**src/design/rtc_ctl_pkg.sv**
```systemverilog
package rtc_ctl_pkg;

  // Index values seen through the index port
  localparam logic [7:0] IDX_SEC = 8'h00;
  localparam logic [7:0] IDX_MIN = 8'h02;
  localparam logic [7:0] IDX_HOUR = 8'h04;
  localparam logic [7:0] IDX_DOW = 8'h06;
  localparam logic [7:0] IDX_DOM = 8'h07;
  localparam logic [7:0] IDX_MONTH = 8'h08;
  localparam logic [7:0] IDX_YEAR = 8'h09;
  localparam logic [7:0] IDX_DIVIDER_CONTROL = 8'h0A;
  localparam logic [7:0] IDX_CLOCK_MODE_CONTROL = 8'h0B;
  localparam logic [7:0] IDX_CLOCK_INTERRUPT_FLAGS = 8'h0C;
  localparam logic [7:0] IDX_POWER_VALID_REGISTER = 8'h0D;

  // Port select: low address bit, index port at 70h, data port at 71h
  localparam logic PORT_INDEX = 1'b0;
  localparam logic PORT_DATA = 1'b1;

  // Mode control bit positions
  localparam int MODE_UPDATE_FREEZE = 7;
  localparam int MODE_PERIODIC_IRQ_ENABLE = 6;
  localparam int MODE_ALARM_ONE_IRQ_ENABLE = 5;
  localparam int MODE_UPDATE_DONE_IRQ_ENABLE = 4;
  localparam int MODE_ALARM_TWO_IRQ_ENABLE = 3;
  localparam int MODE_BINARY_FORMAT_SELECT = 2;
  localparam int MODE_HOUR_24_SELECT = 1;
  localparam int MODE_DAYLIGHT_SAVING_ENABLE = 0;

  // Divider control field positions
  localparam int DIV_CHAIN_LSB = 4;
  localparam int RATE_SELECT_LSB = 0;
  localparam logic [2:0] DIV_CHAIN_NORMAL = 3'h2;
  localparam logic [2:0] DIV_CHAIN_OFF = 3'h0;
  localparam logic [1:0] DIV_CHAIN_RESET_TOP = 2'h3;
  localparam logic [3:0] RATE_NONE = 4'h0;

  // Reset values
  localparam logic [7:0] MODE_RESET = 8'h00;
  localparam logic [6:0] DIVIDER_CONTROL_RESET = 7'h20;
  localparam logic [7:0] INDEX_RESET = 8'h00;
  localparam logic [7:0] TIME_FIELD_RESET = 8'h00;

  // Calendar constants
  localparam logic [2:0] SUNDAY = 3'h1;
  localparam logic [3:0] MONTH_APRIL = 4'h4;
  localparam logic [3:0] MONTH_OCTOBER = 4'hA;
  localparam logic [4:0] FIRST_WEEK_LAST_DAY = 5'h07;
  localparam logic [4:0] LAST_WEEK_FIRST_DAY = 5'h19;

  // Software port request
  typedef struct packed {
    logic addr;
    logic wr;
    logic rd;
    logic [7:0] wdata;
  } io_req_t;

  // Event flags as laid out in bits 7..3 of the flag register
  typedef struct packed {
    logic summary_irq_flag;
    logic periodic_event_flag;
    logic alarm_one_flag;
    logic update_done_flag;
    logic alarm_two_flag;
  } flags_t;

  // Time of day and date, held in plain binary, 24-hour
  typedef struct packed {
    logic [6:0] year;
    logic [3:0] month;
    logic [4:0] dom;
    logic [2:0] dow;
    logic [4:0] hour;
    logic [5:0] min;
    logic [5:0] sec;
  } time_t;

  // Whole state of the control block
  typedef struct packed {
    logic [7:0] index;
    logic [7:0] clock_mode_control;
    logic [6:0] divider_control;
    flags_t flags;
    time_t now;
    logic fall_back_done;
    logic tap_prev;
    logic [7:0] rdata;
  } state_t;

endpackage : rtc_ctl_pkg

```
**src/design/rtc_ctl.sv**
```systemverilog
`timescale 1ns/1ps
`default_nettype none

module rtc_ctl
  import rtc_ctl_pkg::*;
(
  input wire logic SYS_CLK,
  input wire logic RST,
  input wire io_req_t IO_REQ,
  output logic [7:0] IO_RDATA,
  input wire logic UPDATE_TICK,
  input wire logic [14:0] DIV_TAPS,
  input wire logic ALARM1_HIT,
  input wire logic ALARM2_HIT,
  input wire logic CONTENTS_VALID,
  output logic IRQ,
  output time_t TIME_NOW,
  output logic [7:0] MODE_NOW
);

  state_t st_r;
  state_t st_nxt;

  // Binary value to byte in the selected data format
  function automatic logic [7:0] to_fmt(input logic [6:0] v,
                                        input logic bin);
    logic [7:0] r;
    r = bin ? {1'b0, v} : {4'(v / 7'd10), 4'(v % 7'd10)};
    return r;
  endfunction : to_fmt

  // Byte in the selected data format back to binary
  function automatic logic [6:0] from_fmt(input logic [7:0] d,
                                          input logic bin);
    logic [6:0] r;
    r = bin ? d[6:0] :
        7'({3'h0, d[7:4]} * 7'd10 + {3'h0, d[3:0]});
    return r;
  endfunction : from_fmt

  // Days in a month, leap years every fourth year
  function automatic logic [4:0] month_days(input logic [3:0] m,
                                            input logic [6:0] y);
    logic [4:0] r;
    case (m)
      4'h2: r = (y[1:0] == 2'h0) ? 5'd29 : 5'd28;
      4'h4, 4'h6, 4'h9, 4'hB: r = 5'd30;
      default: r = 5'd31;
    endcase
    return r;
  endfunction : month_days

  // Divider stage picked by a rate select code
  function automatic logic [3:0] tap_of(input logic [3:0] code);
    logic [3:0] r;
    case (code)
      4'h1: r = 4'h7;
      4'h2: r = 4'h8;
      default: r = 4'(code - 4'h1);
    endcase
    return r;
  endfunction : tap_of

  logic bin_fmt;
  logic h24;
  logic clock_off;
  logic [3:0] rate;
  logic tap_now;
  logic [4:0] hour12;
  logic [7:0] hour_byte;
  logic [7:0] read_val;
  logic [6:0] wr_bin;
  logic [6:0] wr_hour12;
  logic [4:0] wr_hour;

  // Decoded mode and divider settings
  always_comb begin
    bin_fmt = st_r.clock_mode_control[MODE_BINARY_FORMAT_SELECT];
    h24 = st_r.clock_mode_control[MODE_HOUR_24_SELECT];
    clock_off = (st_r.divider_control[DIV_CHAIN_LSB +: 3] == DIV_CHAIN_OFF)
      || (st_r.divider_control[DIV_CHAIN_LSB + 1 +: 2]
          == DIV_CHAIN_RESET_TOP);
    rate = st_r.divider_control[RATE_SELECT_LSB +: 4];
    tap_now = (rate != RATE_NONE) && DIV_TAPS[tap_of(rate)];
  end

  // Hour byte, 12-hour form carries PM in bit 7
  always_comb begin
    if (st_r.now.hour == 5'd0) begin
      hour12 = 5'd12;
    end else if (st_r.now.hour > 5'd12) begin
      hour12 = st_r.now.hour - 5'd12;
    end else begin
      hour12 = st_r.now.hour;
    end
    if (h24) begin
      hour_byte = to_fmt({2'h0, st_r.now.hour}, bin_fmt);
    end else begin
      hour_byte = to_fmt({2'h0, hour12}, bin_fmt);
      hour_byte[7] = (st_r.now.hour >= 5'd12);
    end
  end

  // Read mux for the data port
  always_comb begin
    case (st_r.index)
      IDX_SEC: read_val = to_fmt({1'b0, st_r.now.sec}, bin_fmt);
      IDX_MIN: read_val = to_fmt({1'b0, st_r.now.min}, bin_fmt);
      IDX_HOUR: read_val = hour_byte;
      IDX_DOW: read_val = to_fmt({4'h0, st_r.now.dow}, bin_fmt);
      IDX_DOM: read_val = to_fmt({2'h0, st_r.now.dom}, bin_fmt);
      IDX_MONTH: read_val = to_fmt({3'h0, st_r.now.month}, bin_fmt);
      IDX_YEAR: read_val = to_fmt(st_r.now.year, bin_fmt);
      IDX_DIVIDER_CONTROL: read_val = {1'b0, st_r.divider_control};
      IDX_CLOCK_MODE_CONTROL: read_val = st_r.clock_mode_control;
      IDX_CLOCK_INTERRUPT_FLAGS: read_val = {st_r.flags, 3'h0};
      IDX_POWER_VALID_REGISTER: read_val = {CONTENTS_VALID, 7'h00};
      default: read_val = 8'h00;
    endcase
  end

  // Written byte converted to binary, hour to 24-hour
  always_comb begin
    wr_bin = from_fmt(IO_REQ.wdata, bin_fmt);
    wr_hour12 = from_fmt({1'b0, IO_REQ.wdata[6:0]}, bin_fmt);
    if (h24) begin
      wr_hour = wr_bin[4:0];
    end else begin
      wr_hour = (wr_hour12 == 7'd12) ? 5'd0 : wr_hour12[4:0];
      if (IO_REQ.wdata[7]) begin
        wr_hour = wr_hour + 5'd12;
      end
    end
  end

  // Next state: update cycle, events, port access, forced clears
  always_comb begin
    logic do_update;
    logic in_dst_hour;
    logic rd_flags;
    logic per_ev;
    flags_t f;
    do_update = 1'b0;
    in_dst_hour = 1'b0;
    rd_flags = 1'b0;
    per_ev = 1'b0;
    f = st_r.flags;
    st_nxt = st_r;
    st_nxt.tap_prev = tap_now;

    // One second step per tick unless frozen or stopped
    do_update = UPDATE_TICK && !clock_off
      && !st_r.clock_mode_control[MODE_UPDATE_FREEZE];
    if (do_update) begin
      if (st_r.now.hour != 5'd1) begin
        st_nxt.fall_back_done = 1'b0;
      end
      if (st_r.now.sec != 6'd59) begin
        st_nxt.now.sec = st_r.now.sec + 6'd1;
      end else begin
        st_nxt.now.sec = 6'd0;
        if (st_r.now.min != 6'd59) begin
          st_nxt.now.min = st_r.now.min + 6'd1;
        end else begin
          st_nxt.now.min = 6'd0;
          if (st_r.now.hour != 5'd23) begin
            st_nxt.now.hour = st_r.now.hour + 5'd1;
          end else begin
            st_nxt.now.hour = 5'd0;
            st_nxt.now.dow = (st_r.now.dow >= 3'd7) ? 3'd1 :
                             st_r.now.dow + 3'd1;
            if (st_r.now.dom < month_days(st_r.now.month,
                                          st_r.now.year)) begin
              st_nxt.now.dom = st_r.now.dom + 5'd1;
            end else begin
              st_nxt.now.dom = 5'd1;
              if (st_r.now.month < 4'd12) begin
                st_nxt.now.month = st_r.now.month + 4'd1;
              end else begin
                st_nxt.now.month = 4'd1;
                st_nxt.now.year = (st_r.now.year >= 7'd99) ? 7'd0 :
                                  st_r.now.year + 7'd1;
              end
            end
          end
        end
      end
      // Daylight saving edges at 1:59:59 on a Sunday
      in_dst_hour = st_r.clock_mode_control[MODE_DAYLIGHT_SAVING_ENABLE]
        && st_r.now.hour == 5'd1 && st_r.now.min == 6'd59
        && st_r.now.sec == 6'd59 && st_r.now.dow == SUNDAY;
      if (in_dst_hour && st_r.now.month == MONTH_APRIL
          && st_r.now.dom <= FIRST_WEEK_LAST_DAY) begin
        st_nxt.now.hour = 5'd3;
      end
      if (in_dst_hour && st_r.now.month == MONTH_OCTOBER
          && st_r.now.dom >= LAST_WEEK_FIRST_DAY
          && !st_r.fall_back_done) begin
        st_nxt.now.hour = 5'd1;
        st_nxt.fall_back_done = 1'b1;
      end
    end

    // Port access; a flag read clears, but new events still land
    if (IO_REQ.rd) begin
      st_nxt.rdata = (IO_REQ.addr == PORT_DATA) ? read_val : st_r.index;
      rd_flags = (IO_REQ.addr == PORT_DATA)
        && (st_r.index == IDX_CLOCK_INTERRUPT_FLAGS);
    end
    if (rd_flags) begin
      f = '0;
    end
    if (IO_REQ.wr && IO_REQ.addr == PORT_INDEX) begin
      st_nxt.index = IO_REQ.wdata;
    end else if (IO_REQ.wr) begin
      case (st_r.index)
        IDX_SEC: st_nxt.now.sec = wr_bin[5:0];
        IDX_MIN: st_nxt.now.min = wr_bin[5:0];
        IDX_HOUR: st_nxt.now.hour = wr_hour;
        IDX_DOW: st_nxt.now.dow = wr_bin[2:0];
        IDX_DOM: st_nxt.now.dom = wr_bin[4:0];
        IDX_MONTH: st_nxt.now.month = wr_bin[3:0];
        IDX_YEAR: st_nxt.now.year = wr_bin;
        IDX_DIVIDER_CONTROL: st_nxt.divider_control = IO_REQ.wdata[6:0];
        IDX_CLOCK_MODE_CONTROL: st_nxt.clock_mode_control = IO_REQ.wdata;
        default: st_nxt.index = st_r.index;
      endcase
    end

    // Event sets win over the read clear
    per_ev = tap_now && !st_r.tap_prev;
    f.periodic_event_flag = f.periodic_event_flag | per_ev;
    f.update_done_flag = f.update_done_flag | do_update;
    f.alarm_one_flag = f.alarm_one_flag | ALARM1_HIT;
    f.alarm_two_flag = f.alarm_two_flag | ALARM2_HIT;

    // Hardware clears while stopped or contents invalid
    if (clock_off) begin
      f.periodic_event_flag = 1'b0;
      f.update_done_flag = 1'b0;
      st_nxt.clock_mode_control[MODE_PERIODIC_IRQ_ENABLE] = 1'b0;
      st_nxt.clock_mode_control[MODE_UPDATE_DONE_IRQ_ENABLE] = 1'b0;
    end
    if (!CONTENTS_VALID) begin
      f.alarm_one_flag = 1'b0;
      f.alarm_two_flag = 1'b0;
      st_nxt.clock_mode_control[MODE_ALARM_ONE_IRQ_ENABLE] = 1'b0;
      st_nxt.clock_mode_control[MODE_ALARM_TWO_IRQ_ENABLE] = 1'b0;
    end

    // Summary from the periodic, alarm one and update flags and enables that stand next cycle
    f.summary_irq_flag = f.summary_irq_flag
      | (f.periodic_event_flag
         & st_nxt.clock_mode_control[MODE_PERIODIC_IRQ_ENABLE])
      | (f.alarm_one_flag
         & st_nxt.clock_mode_control[MODE_ALARM_ONE_IRQ_ENABLE])
      | (f.update_done_flag
         & st_nxt.clock_mode_control[MODE_UPDATE_DONE_IRQ_ENABLE]);
    if (clock_off) begin
      f.summary_irq_flag = 1'b0;
    end
    st_nxt.flags = f;
  end

  // State register
  always_ff @(posedge SYS_CLK or posedge RST) begin
    if (RST) begin
      st_r.index <= INDEX_RESET;
      st_r.clock_mode_control <= MODE_RESET;
      st_r.divider_control <= DIVIDER_CONTROL_RESET;
      st_r.flags <= '0;
      st_r.now <= '0;
      st_r.fall_back_done <= 1'b0;
      st_r.tap_prev <= 1'b0;
      st_r.rdata <= TIME_FIELD_RESET;
    end else begin
      st_r <= st_nxt;
    end
  end

  // Outputs straight from the state register
  assign IO_RDATA = st_r.rdata;
  assign IRQ = st_r.flags.summary_irq_flag;
  assign TIME_NOW = st_r.now;
  assign MODE_NOW = st_r.clock_mode_control;

endmodule : rtc_ctl

`default_nettype wire

```
**config.mk**
```make
export PLATFORM = sky130hd
export DESIGN_NAME = rtc_ctl
export DESIGN_NICKNAME = d
export VERILOG_FILES = /design/src/design/rtc_ctl_pkg.sv /design/src/design/rtc_ctl.sv
export SDC_FILE = /design/constraint.sdc
export NUM_CORES = 1
export LEC_CHECK = 0
export BUFFER_PORTS_ARGS = -buffer_cell sky130_fd_sc_hd__buf_2
export CORE_MARGIN = 5
export CORE_UTILIZATION = 55
export CTS_BUF_LIST = sky130_fd_sc_hd__clkbuf_8
export CTS_CLUSTER_SIZE = 25
export DETAILED_ROUTE_END_ITERATION = 8
export PLACE_DENSITY = 0.75
export SLEW_MARGIN = 20
export SYNTH_ARGS = -nofsm -noshare
export SYNTH_HDL_FRONTEND = slang
export SYNTH_SLANG_ARGS = --single-unit
export TNS_END_PERCENT = 30
```
**constraint.sdc**
```tcl
create_clock -name SYS_CLK -period 4.5 [get_ports SYS_CLK]
set_clock_uncertainty 0.2 [all_clocks]
set_input_delay 0.675 -clock SYS_CLK [delete_from_list [all_inputs] [get_ports SYS_CLK]]
set_output_delay 0.675 -clock SYS_CLK [all_outputs]
set_load 0.05 [all_outputs]
```
# [Yosys cells after proc, flatten, opt, wreduce, memory -nomap -nowiden]
# Index checks and enable logic that the tools add are counted.
[word_totals] register_bits=74 output_inout_bits=53 wordCells=202
[op_classes] add_sub_neg=12 n_mul=2 div=16 magnitude_cmp=9 n_eq_ne=31 muxes=69 bitwise_logic=12 reduce_logical=31
[op_table] op="case mux 8 bit (11 select lines)" n=1
[op_table] op="two-way mux 5 bit" n=16
[op_table] op="two-way mux 8 bit" n=10
[op_table] op="two-way mux 36 bit" n=2
[op_table] op="two-way mux 7 bit" n=8
[op_table] op="== test 8 x 4 -> 1 bit, second input constant" n=6
[op_table] op="two-way mux 37 bit" n=1
[op_table] op="two-way mux 30 bit" n=1
[op_table] op="two-way mux 14 bit" n=2
[op_table] op="== test 8 x 3 -> 1 bit, second input constant" n=3
[op_table] op="two-way mux 24 bit" n=1
[op_table] op="two-way mux 6 bit" n=4
[op_table] op="divider 5 x 4 -> 7 bit, second input constant" n=3
[op_table] op="modulo 5 x 4 -> 7 bit, second input constant" n=3
[op_table] op="two-way mux 19 bit" n=1
[op_table] op="logical AND 1 bit" n=15
[op_table] op="adder 7 x 4 -> 7 bit" n=2
[op_table] op="divider 6 x 4 -> 7 bit, second input constant" n=2
[op_table] op="modulo 6 x 4 -> 7 bit, second input constant" n=2
[op_table] op="two-way mux 1 bit" n=14
[op_table] op="adder 6 x 1 -> 6 bit, second input constant" n=2
[op_table] op="== test 4 bit, second input constant" n=3
[op_table] op="== test 6 bit, second input constant" n=2
[op_table] op="inequality test 6 bit, second input constant" n=2
[op_table] op="other kinds (56)" n=76

# [Logic depth before layout (Yosys ltp)]
# Gate-level depths: netlist of the first run.
[depth] depth_word=18 depth_mapped=19 depth_no_buf=18

# [Worst setup path before layout of the first run]
# OpenSTA, ideal clock, no wires.
[synth_path] path_kind="reg2reg" start="register st_r, in the netlist TIME_NOW[14]" end="register st_r, in the netlist IO_RDATA[1]" setup_time_ps=137 t_arrival_ps=3547 required_time_ps=4163 slack_ps=616 path_stages_with_launch=19 path_cell_list="dfrtp_1 -> buf_2 -> inv_1 -> ha_1 -> a211oi_1 -> a311oi_2 -> inv_1 -> ha_1 -> inv_1 -> ha_1 -> a41oi_1 -> o21ai_4 -> xnor2_1 -> ha_1 -> nor2_2 -> nor3_1 -> or3_1 -> a2111oi_1 -> a21oi_1"
[synth_via] elab_chain_len=8
[synth_lines] element="start, declared" line="rtc_ctl.sv:21" rtl="state_t st_r;"
[synth_lines] element="start signal, assigned" line="rtc_ctl.sv:277" rtl="st_r <= st_nxt;"
[synth_lines] element="subtractor 5 x 4 -> 5 bit / > comparator 5 x 4 -> 1 bit (equally long branches)" line="rtc_ctl.sv:92, rtc_ctl.sv:91"
[synth_lines] element="two-way mux 5 bit" line="rtc_ctl.sv:91" rtl="end else if (st_r.now.hour > 5'd12) begin"
[synth_lines] element="two-way mux 5 bit" line="rtc_ctl.sv:89" rtl="if (st_r.now.hour == 5'd0) begin"
[synth_lines] element="modulo 5 x 4 -> 7 bit" line="rtc_ctl.sv:28" rtl="r = bin ? {1'b0, v} : {4'(v / 7'd10), 4'(v % 7'd10)};"
[synth_lines] element="two-way mux 7 bit" line="rtc_ctl.sv:28"
[synth_lines] element="two-way mux 8 bit (*)" line="rtc_ctl.sv:96" rtl="if (h24) begin"
[synth_lines] element="case mux 8 bit (11 select lines) (*)" line="rtc_ctl.sv:106" rtl="case (st_r.index)"
[synth_lines] element="two-way mux 8 bit (*)" line="rtc_ctl.sv:206" rtl="st_nxt.rdata = (IO_REQ.addr == PORT_DATA) ? read_val : st_r.index;"
# Every way passes the cells marked *; elsewhere a longest branch is shown, timed or not.
# A chain may end at the register's enable or synchronous reset.

# [Final worst setup path of the first run]
[layout_path] start="register st_r, in the netlist TIME_NOW[15]" end="register st_r, in the netlist IO_RDATA[1]"
# The elaborated chain is that of the path after synthesis.

==> run summary, run 1 <==
Synth Area in Simple Gates = 22.87%
Post-synth ARST share = 100.0%
Die Ht = 130.6 µm
Clk sinks = 74
XOR/XNOR Fraction of Synth Area = 2.191%
CTS buffer count = 9
Commonest non-fill, non-tap cell in the layout = nand2_1
Fin util = 58.20%
CP required = 4.57 ns
Most frequent cells in the layout = nand2_1, nor2_1, buf_2, a21oi_1, dfrtp_1
CTS max path bufs = 2
GRT Overall Usage = 28.72%
H-tree depth = 3
Status = finished, final reports clean
CTS Root Cell = clkbuf_8
Seq cells post-synth = 74
Largest net degree at the start of global routing = 42
Post-DR vias/cell = 6.418
Post-layout min period = 4.098 ns
Synthesis Warnings = 0
R2R Path Start = TIME_NOW[15]
DR pass1 iterations = 5
Full die area = 17050 µm²
Post-synthesis compound-gate area fraction = 26.70%
Worst Reg-to-Reg Cells = 15
Fin crit share = 91.08%
Worst Tran Pin Value = 0.9208 ns
FF-to-FF setup slack = 0.40 ns
I/O Buffers = 84
CP max-delay cell = dfrtp_1
Mapped Nets = 1125
Synth-to-Final Area Change = 4.617%
Clock latency on the worst-skew pair = 0.39 ns
Pins Over Slew Limit = 0
Number of flops mapped to enable cells by yosys = 0
Crit Path Class = reg -> reg
Max rail drop VDD = 0.0002005 V
Worst slew margin = 37.97%
Share of layout cells above drive strength 1 = 15.49%
Most used cell, CP = ha_1
Max stage delay on crit path = 0.48 ns
Worst setup margin = 0.4015 ns
Placed cell count = 1214
GPL Wtd Cong = 0.9930
Distinct cells, synth = 96
Max Cap Viol = 0
DR DRC count = 0
Row count = 44
Pwr per Cell Area = 459.3 nW/µm²
Nets = 1134
Highest clock rate = 244.0 MHz
Arr. time, crit path = 4.17 ns
Reg-to-Reg End = IO_RDATA[1]
Setup_tns = 0 ns
Die Wd = 130.6 µm
CTS tree = yes
Total core area = 14370 µm²
Final setup viols = 0
First-pass GRT wire length = 38640 µm
RSZ-0062 raised after global routing = false
Adder-cell share of the synthesized area = 9.861%
Crit. End Element = flop
Hold WC Path Type = in -> async
Gr ovfl total = 0
Starting Density = 55.63%
Post-route ant nets = 0
Drt wl/cell = 19.83 µm
Lkg Pwr = 0.003581 µW
Fin. Hold Viols = 0
Post-CTS resize count = 0
Top FF cell, synth = dfrtp_1
Worst Setup Start Kind = flop
Initial antenna violation count = 1
Main combinational cell family by area after synthesis = compound AO/OA/AOI/OAI gates
Final WL = 24410 µm
Seq/Total Area, Yosys = 23.18%
Vias = 7901
Worst path cell trace = inv_1 > ha_1 > a211oi_1 > a311oi_2 > inv_1 > ha_1 > a41oi_1 > o21ai_4 > xnor2_1 > ha_1 > nor2_2 > nor3_1 > or3_1 > a2111oi_1 > a21oi_1
Vias in the first global route = 7172
Mapped Cells = 1032
DRT iter0 DRCs = 817
Pre-CTS setup slack = 0.3063 ns
Worst path top cell family by delay = compound AO/OA/AOI/OAI gates
Crit path buffers/inverters = 2
Fin cells = 1231
Post-DP HPWL = 18290 µm
Synthesized area = 7994 µm²
Clock slew at reported path FFs = 0.09 ns
Post-Syn Area per Cell = 7.746 µm²
Worst-path fanout max = 9
Postcts setup bufs = 0
Hold-fix buffers at CTS = 0
Post-synthesis mux area share = 4.758%
I/O pin cnt = 85
## logic make-up after synthesis
group                    after synthesis
buffers and inverters                163
adder cells (fa/ha/maj)               62
AND/OR/NAND/NOR                      362
multiplexers                          33
XOR/XNOR                              20
AO/OA/AOI/OAI                        318
flip-flops                            74
## power by group
group / switching (µW) / internal [µW]
registers: 281 / 792
logic: 1450 / 783
clock network: 288 / 244
total: 2020 / 1820
## registers in the layout (all words and copies together) (netlist names)
name and count:
rate 4, IRQ 1, MODE_NOW 8, IO_RDATA 8, st_r 17, TIME_NOW 36
## Yosys cell counts (all sizes together) (7+ instances only)
cell type / count / area [µm²]
a211oi: 13 / 97.59
a21o: 10 / 75.07
a21oi: 82 / 410.4
a22oi: 9 / 67.56
a31oi: 19 / 118.9
and3: 8 / 50.05
buf: 66 / 470.5
clkbuf: 38 / 142.6
dfrtp: 73 / 1827
ha: 59 / 738.2
inv: 58 / 217.7
mux2: 10 / 112.6
mux2i: 20 / 200.2
nand2: 101 / 379.1
nand2b: 14 / 87.58
nand3: 29 / 155.2
nand4: 11 / 68.82
nor2: 88 / 337.8
nor2b: 22 / 140.1
nor3: 33 / 191.4
nor3b: 10 / 75.07
nor4: 9 / 71.32
o211ai: 9 / 67.56
o21a: 7 / 52.55
o21ai: 79 / 406.7
o22ai: 16 / 100.1
or3: 7 / 43.79
xnor2: 14 / 122.6
## stage by stage
| stage | area, µm² | hold WS, ns | power (µW) |
|---|---|---|---|
| after global placement | 8168 | 0.2837 | 3247 |
| after global routing | 8363 | 0.2163 | 4103 |
| final | 8363 | 0.1583 | 3841 |
| after CTS | 8358 | 0.1793 | 3802 |
| after floorplan | 7994 | 0.2573 | 2877 |
| after detailed placement | 8168 | 0.2834 | 3273 |
## how the worst max path moves through the flow
stage                     cells past startpoint  slack [ns]          end    startpoint
after detailed placement                     15        0.31  IO_RDATA[1]  TIME_NOW[12]
final                                        15        0.40  IO_RDATA[1]  TIME_NOW[15]
after floorplan                              18        0.62  IO_RDATA[1]  TIME_NOW[14]
after CTS                                    15        0.31  IO_RDATA[1]  TIME_NOW[12]
after global routing                         17        0.08  IO_RDATA[1]  TIME_NOW[15]
after global placement                       15        0.43  IO_RDATA[1]  TIME_NOW[12]
## routing by layer
layer  GRT usage, %  wire, µm
met1          39.88     10510
met2          43.95     10920
met3          5.325      2099
met4          12.28       883
met5              0         0
## final cells by class
class / instances / area [µm²]
Clock buffer: 12 / 165.2
Sequential cell: 74 / 1853
Multi-Input combinational cell: 795 / 5309
Tap cell: 184 / 230.2
Clock inverter: 4 / 25.02
Fill cell: 1367 / 6006
Timing Repair Buffer: 102 / 555.5
Antenna cell: 1 / 2.502
Inverter: 59 / 222.7
No activity file was read; power rests on OpenSTA's default activity.
==> run 2: changes to the inputs <==
CORE_UTILIZATION = 40   (was 55)
PLACE_DENSITY = not set   (was 0.75)
==> run summary, run 2 (synthesis results as in run 1) <==
Status = finished, final reports clean
Arr. time, crit path = 4.22 ns (+0.05 ns)
Hold WC Path Type = in -> async
Post-DR vias/cell = 5.967 (-7.0%)
Synth-to-Final Area Change = 6.730%
Final setup viols = 0 (unchanged)
Full die area = 22910 µm² (+34%)
DR DRC count = 0 (unchanged)
Worst Tran Pin Value = 0.9069 ns (-0.01393 ns)
Logic pwr share = 56.8% (-1.4 points)
GPL Wtd Cong = 0.9682 (-2.5%)
Post-layout min period = 4.167 ns (+0.06806 ns)
Highest clock rate = 240.0 MHz (-1.6%)
DR pass1 iterations = 6 (+1)
Post-DP HPWL = 19900 µm (+8.8%)
Row count = 51 (+16%)
FILL cells = 2035 (+49%)
Worst Setup Start Kind = flop
GRT Overall Usage = 22.78% (-5.9 points)
Reg area = 1854 µm² (about the same)
P_sw = 2011 µW (-0.56%)
Clock power frac = 15.1% (+1.3 points)
Max Cap Viol = 0 (unchanged)
DRT iter0 DRCs = 734 (-10%)
Crit Path Class = reg -> reg
Drt wl/cell = 19.79 µm (-0.20%)
Commonest non-fill, non-tap cell in the layout = nand2_1
H-tree depth = 3 (unchanged)
Lkg Pwr = 0.003629 µW (+1.3%)
CTS buffer count = 9 (unchanged)
Ant diodes = 0 (-1)
RSZ-0062 raised after global routing = false
CTS tree = yes
Most frequent cells in the layout = nand2_1, nor2_1, buf_2, a21oi_1, dfrtp_1
CTS Root Cell = clkbuf_8
Hold-fix buffers at CTS = 0 (unchanged)
Post-CTS resize count = 0 (unchanged)
Worst-path fanout max = 10 (+1)
First-pass GRT wire length = 40760 µm (+5.5%)
Starting Density = 40.81% (-15 points)
Total core area = 19590 µm² (+36%)
Area of the multi-input gates = 5306 µm² (about the same)
CTS max path bufs = 2 (unchanged)
Postcts setup bufs = 0 (unchanged)
Vias in the first global route = 7232 (+0.84%)
Fin util = 43.55% (-15 points)
Crit. End Element = flop
Clk sinks = 74 (unchanged)
Clock latency on the worst-skew pair = 0.37 ns (-0.02 ns)
Final WL = 26050 µm (+6.7%)
Worst slew margin = 39.32% (+1.4 points)
Vias = 7853 (-0.61%)
Net Sw Frac = 51.18% (-1.5 points)
I/O pin cnt = 85 (unchanged)
Pwr per Cell Area = 460.4 nW/µm² (+0.24%)
Initial antenna violation count = 0 (-1)
Share of layout cells above drive strength 1 = 15.89% (+0.40 points)
Sequential Power Share = 28.1% (+0.2 points)
Post-route ant nets = 0 (unchanged)
Largest net degree at the start of global routing = 48 (+14%)
Fin. Hold Viols = 0 (unchanged)
Setup_tns = 0 ns (unchanged)
Pins Over Slew Limit = 0 (unchanged)
Die Ht = 151.4 µm (+16%)
CP required = 4.55 ns (-0.02 ns)
Clock slew at reported path FFs = 0.08 ns (about the same)
Nets = 1140 (+0.53%)
Gr ovfl total = 0 (unchanged)
Die Wd = 151.4 µm (+16%)
I/O Buffers = 84 (unchanged)
Fin crit share = 92.59% (+1.5 points)
Max reg flops = 36 (unchanged)
Pint = 1918 µW (+5.4%)
Max rail drop VDD = 0.0001820 V (-9.3%)
==> run 2: cell types whose count changed in the layout (fill, tap and decap cells not counted) <==
cell	previous run	this run
clkinv_4	0	1
o21ai_1	10	11
o21ai_0	68	67
clkbuf_8	12	10
ha_2	1	0
ha_1	58	59
clkinvlp_4	2	0
dfrtp_2	0	1
diode_2	1	0
dfrtp_1	73	72
bufinv_16	0	2
buf_4	18	24
==> run 2: final timing paths <==
check / cells past startpoint / startpoint / to / slack (ns)
min reg2reg: 1 / st_r[9] / st_r[9] / 0.31
min in group SYS_CLK: 1 / st_r[9] / st_r[9] / 0.31
max in group asynchronous: 3 / RST / IO_RDATA[2] / 2.97
max reg2reg: 17 / TIME_NOW[14] / IO_RDATA[1] / 0.33
min: 2 / RST / TIME_NOW[35] / 0.24
max: 17 / TIME_NOW[14] / IO_RDATA[1] / 0.33
==> run 2: final cells by class <==
| cell class | instances | share of cell area (%) |
|---|---|---|
| multi-input cells | 795 | 62.19 |
| flip-flops and latches | 74 | 21.73 |
| repair buffers | 108 | 7.039 |
| well taps | 265 | 3.886 |
| inverters | 59 | 2.610 |
| clock buffers | 10 | 1.613 |
| clock inverters | 5 | 0.9239 |
==> run 2: through the flow <==
stage | worst slack [ns] | hold WS, ns | instance area [µm²] | instances | total power, µW
after CTS | 0.3322 | 0.2611 | 8532 | 1316 | 3933
after global placement | 0.4555 | 0.2898 | 8315 | 1301 | 3311
final | 0.3335 | 0.2448 | 8532 | 1316 | 3928
after global routing | 0.01629 | 0.3199 | 8532 | 1316 | 4213
after floorplan | 0.6157 | 0.2573 | 7994 | 1032 | 2877
after detailed placement | 0.3462 | 0.2916 | 8315 | 1301 | 3331
==> run 2: critical path, cell delays in order, from the launching register on <==
cell and delay, ns:
dfrtp_1 0.54, inv_1 0.13, ha_1 0.29, a211oi_1 0.31, a311oi_2 0.10, inv_1 0.15, ha_1 0.17, inv_1 0.04
ha_1 0.20, a41oi_1 0.26, o21ai_4 0.16, xnor2_1 0.17, ha_1 0.24, nor2_2 0.13, nor3_1 0.08, or3_1 0.33
a2111oi_1 0.43, a21oi_1 0.11
==> run 2: power groups by stage <==
stage / Combinational, µW / Sequential, µW / Clock (µW)
2_1_floorplan: 1940 / 939 / 0
3_3_place_gp: 2200 / 1110 / 0
3_5_place_dp: 2220 / 1110 / 0
4_1_cts: 2230 / 1100 / 604
5_1_grt: 2460 / 1130 / 623
6_report: 2230 / 1100 / 593
==> run 2: layer usage <==
| layer | global-route usage (%) | wire [µm] |
|---|---|---|
| met3 | 3.202 | 1834 |
| met1 | 32.14 | 11660 |
| met2 | 35.23 | 11750 |
| met4 | 8.749 | 799 |
| met5 | 0 | 0 |
==> run 3: changes to the inputs <==
clock period = 5.3 ns   (was 4.5 ns; I/O delays follow)
==> run summary, run 3 (synthesis results as in run 1) <==
Highest clock rate = 224.6 MHz (-6.4%)
Gr ovfl total = 0 (unchanged)
Full die area = 22910 µm² (unchanged)
RSZ-0062 raised after global routing = false
Worst path cell trace = inv_1 > ha_1 > a211oi_1 > a311oi_2 > inv_1 > ha_1 > inv_1 > ha_1 > a41oi_1 > o21ai_4 > xnor2_1 > ha_1 > nor2_2 > nor3_1 > or3_1 > a2111oi_1 > a21oi_1
Arr. time, crit path = 4.50 ns (+0.28 ns)
Hold WC Path Type = reg -> reg
Max Cap Viol = 0 (unchanged)
Worst Tran Pin Value = 1.114 ns (+0.2069 ns)
Die Ht = 151.4 µm (unchanged)
Nets = 1122 (-1.6%)
WHS Path Cells = 1
WP depth = 17 (unchanged)
I/O pin cnt = 85 (unchanged)
Clock slew at reported path FFs = 0.08 ns (about the same)
Most frequent cells in the layout = nand2_1, nor2_1, buf_2, a21oi_1, dfrtp_1
DRT iter0 DRCs = 695 (-5.3%)
Pins Over Slew Limit = 0 (unchanged)
Max reg flops = 36 (unchanged)
Fin crit share = 84.01% (-8.6 points)
Commonest non-fill, non-tap cell in the layout = nand2_1
CP max-delay cell = dfrtp_1
Status = finished, final reports clean
Lkg Pwr = 0.003535 µW (-2.6%)
H-tree depth = 3 (unchanged)
Die Wd = 151.4 µm (unchanged)
Setup_tns = 0 ns (unchanged)
Worst Reg-to-Reg Cells = 17 (unchanged)
Most used cell, CP = ha_1
Max stage delay on crit path = 0.68 ns (+0.14 ns)
Worst Setup Start Kind = flop
Post-CTS resize count = 0 (unchanged)
Drt wl/cell = 19.96 µm (+0.87%)
Post-route ant nets = 0 (unchanged)
Starting Density = 40.81% (unchanged)
Fin. Hold Viols = 0 (unchanged)
CP required = 5.35 ns (+0.80 ns)
Clock latency on the worst-skew pair = 0.38 ns (about the same)
Worst setup margin = 0.8473 ns (+0.5138 ns)
CTS max path bufs = 2 (unchanged)
CTS buffer count = 9 (unchanged)
First-pass GRT wire length = 40410 µm (-0.86%)
Initial antenna violation count = 0 (unchanged)
Hold-fix buffers at CTS = 0 (unchanged)
Pre-CTS setup slack = 0.8978 ns (+0.5516 ns)
Vias in the first global route = 7185 (-0.65%)
CTS Root Cell = clkbuf_8
Final setup viols = 0 (unchanged)
Row count = 51 (unchanged)
GPL Wtd Cong = 1.008 (+4.1%)
Pwr per Cell Area = 387.7 nW/µm² (-16%)
DR pass1 iterations = 5 (-1)
Ant diodes = 0 (unchanged)
Worst-path fanout max = 18 (+8)
DR DRC count = 0 (unchanged)
Largest net degree at the start of global routing = 52 (+8.3%)
Crit path buffers/inverters = 3 (unchanged)
Post-layout min period = 4.453 ns (+0.2862 ns)
Final WL = 25930 µm (-0.43%)
CTS tree = yes
Share of layout cells above drive strength 1 = 14.41% (-1.5 points)
Worst path top cell family by delay = compound AO/OA/AOI/OAI gates
Fin util = 42.76% (-0.79 points)
Synth-to-Final Area Change = 4.789%
Total core area = 19590 µm² (unchanged)
Crit. End Element = flop
Worst slew margin = 25.25% (-14 points)
Crit Path Class = reg -> reg
Post-DP HPWL = 19380 µm (-2.6%)
Post-DR vias/cell = 6.074 (+1.8%)
Clk sinks = 74 (unchanged)
GRT Overall Usage = 22.66% (-0.12 points)
Max rail drop VDD = 0.0001658 V (-8.9%)
I/O Buffers = 84 (unchanged)
Vias = 7890 (+0.47%)
Postcts setup bufs = 0 (unchanged)
run 3: where the power goes:
group / switching, µW / internal (µW) / total, µW
sequential: 296 / 672 / 968
clock: 240 / 227 / 467
combinational: 1170 / 641 / 1810
run 3: worst paths after layout:
path / startpoint / to / slack (ns)
min: st_r[9] / st_r[9] / 0.31
min reg2reg: st_r[9] / st_r[9] / 0.31
max reg2reg: TIME_NOW[14] / IO_RDATA[1] / 0.85
min in group asynchronous: RST / st_r[49] / 0.33
max: TIME_NOW[14] / IO_RDATA[1] / 0.85
max in group asynchronous: RST / MODE_NOW[2] / 3.73
run 3: layer usage:
layer  track usage, %  share of wire, %
met4            7.978               2.5
met1            32.13                45
met2            35.76                46
met5                0                 0
met3            2.424               6.7
run 3: per-stage QoR:
step / hold slack [ns] / std cells / instance area, µm² / power, µW
detailed placement: 0.2838 / 1283 / 8180 / 2773
global route: 0.3218 / 1299 / 8377 / 3484
floorplan: 0.2573 / 1032 / 7994 / 2442
finish: 0.3129 / 1299 / 8377 / 3247
global placement: 0.2843 / 1283 / 8180 / 2761
CTS: 0.3053 / 1299 / 8376 / 3243
run 3: area by class of cell:
type	instances	area, µm²
Clock buffer	10	137.6
Clock inverter	6	57.56
Timing Repair Buffer	90	465.4
Sequential cell	74	1854
Tap cell	265	331.6
Inverter	59	224.0
Multi-Input combinational cell	795	5306
Fill cell	2088	11210
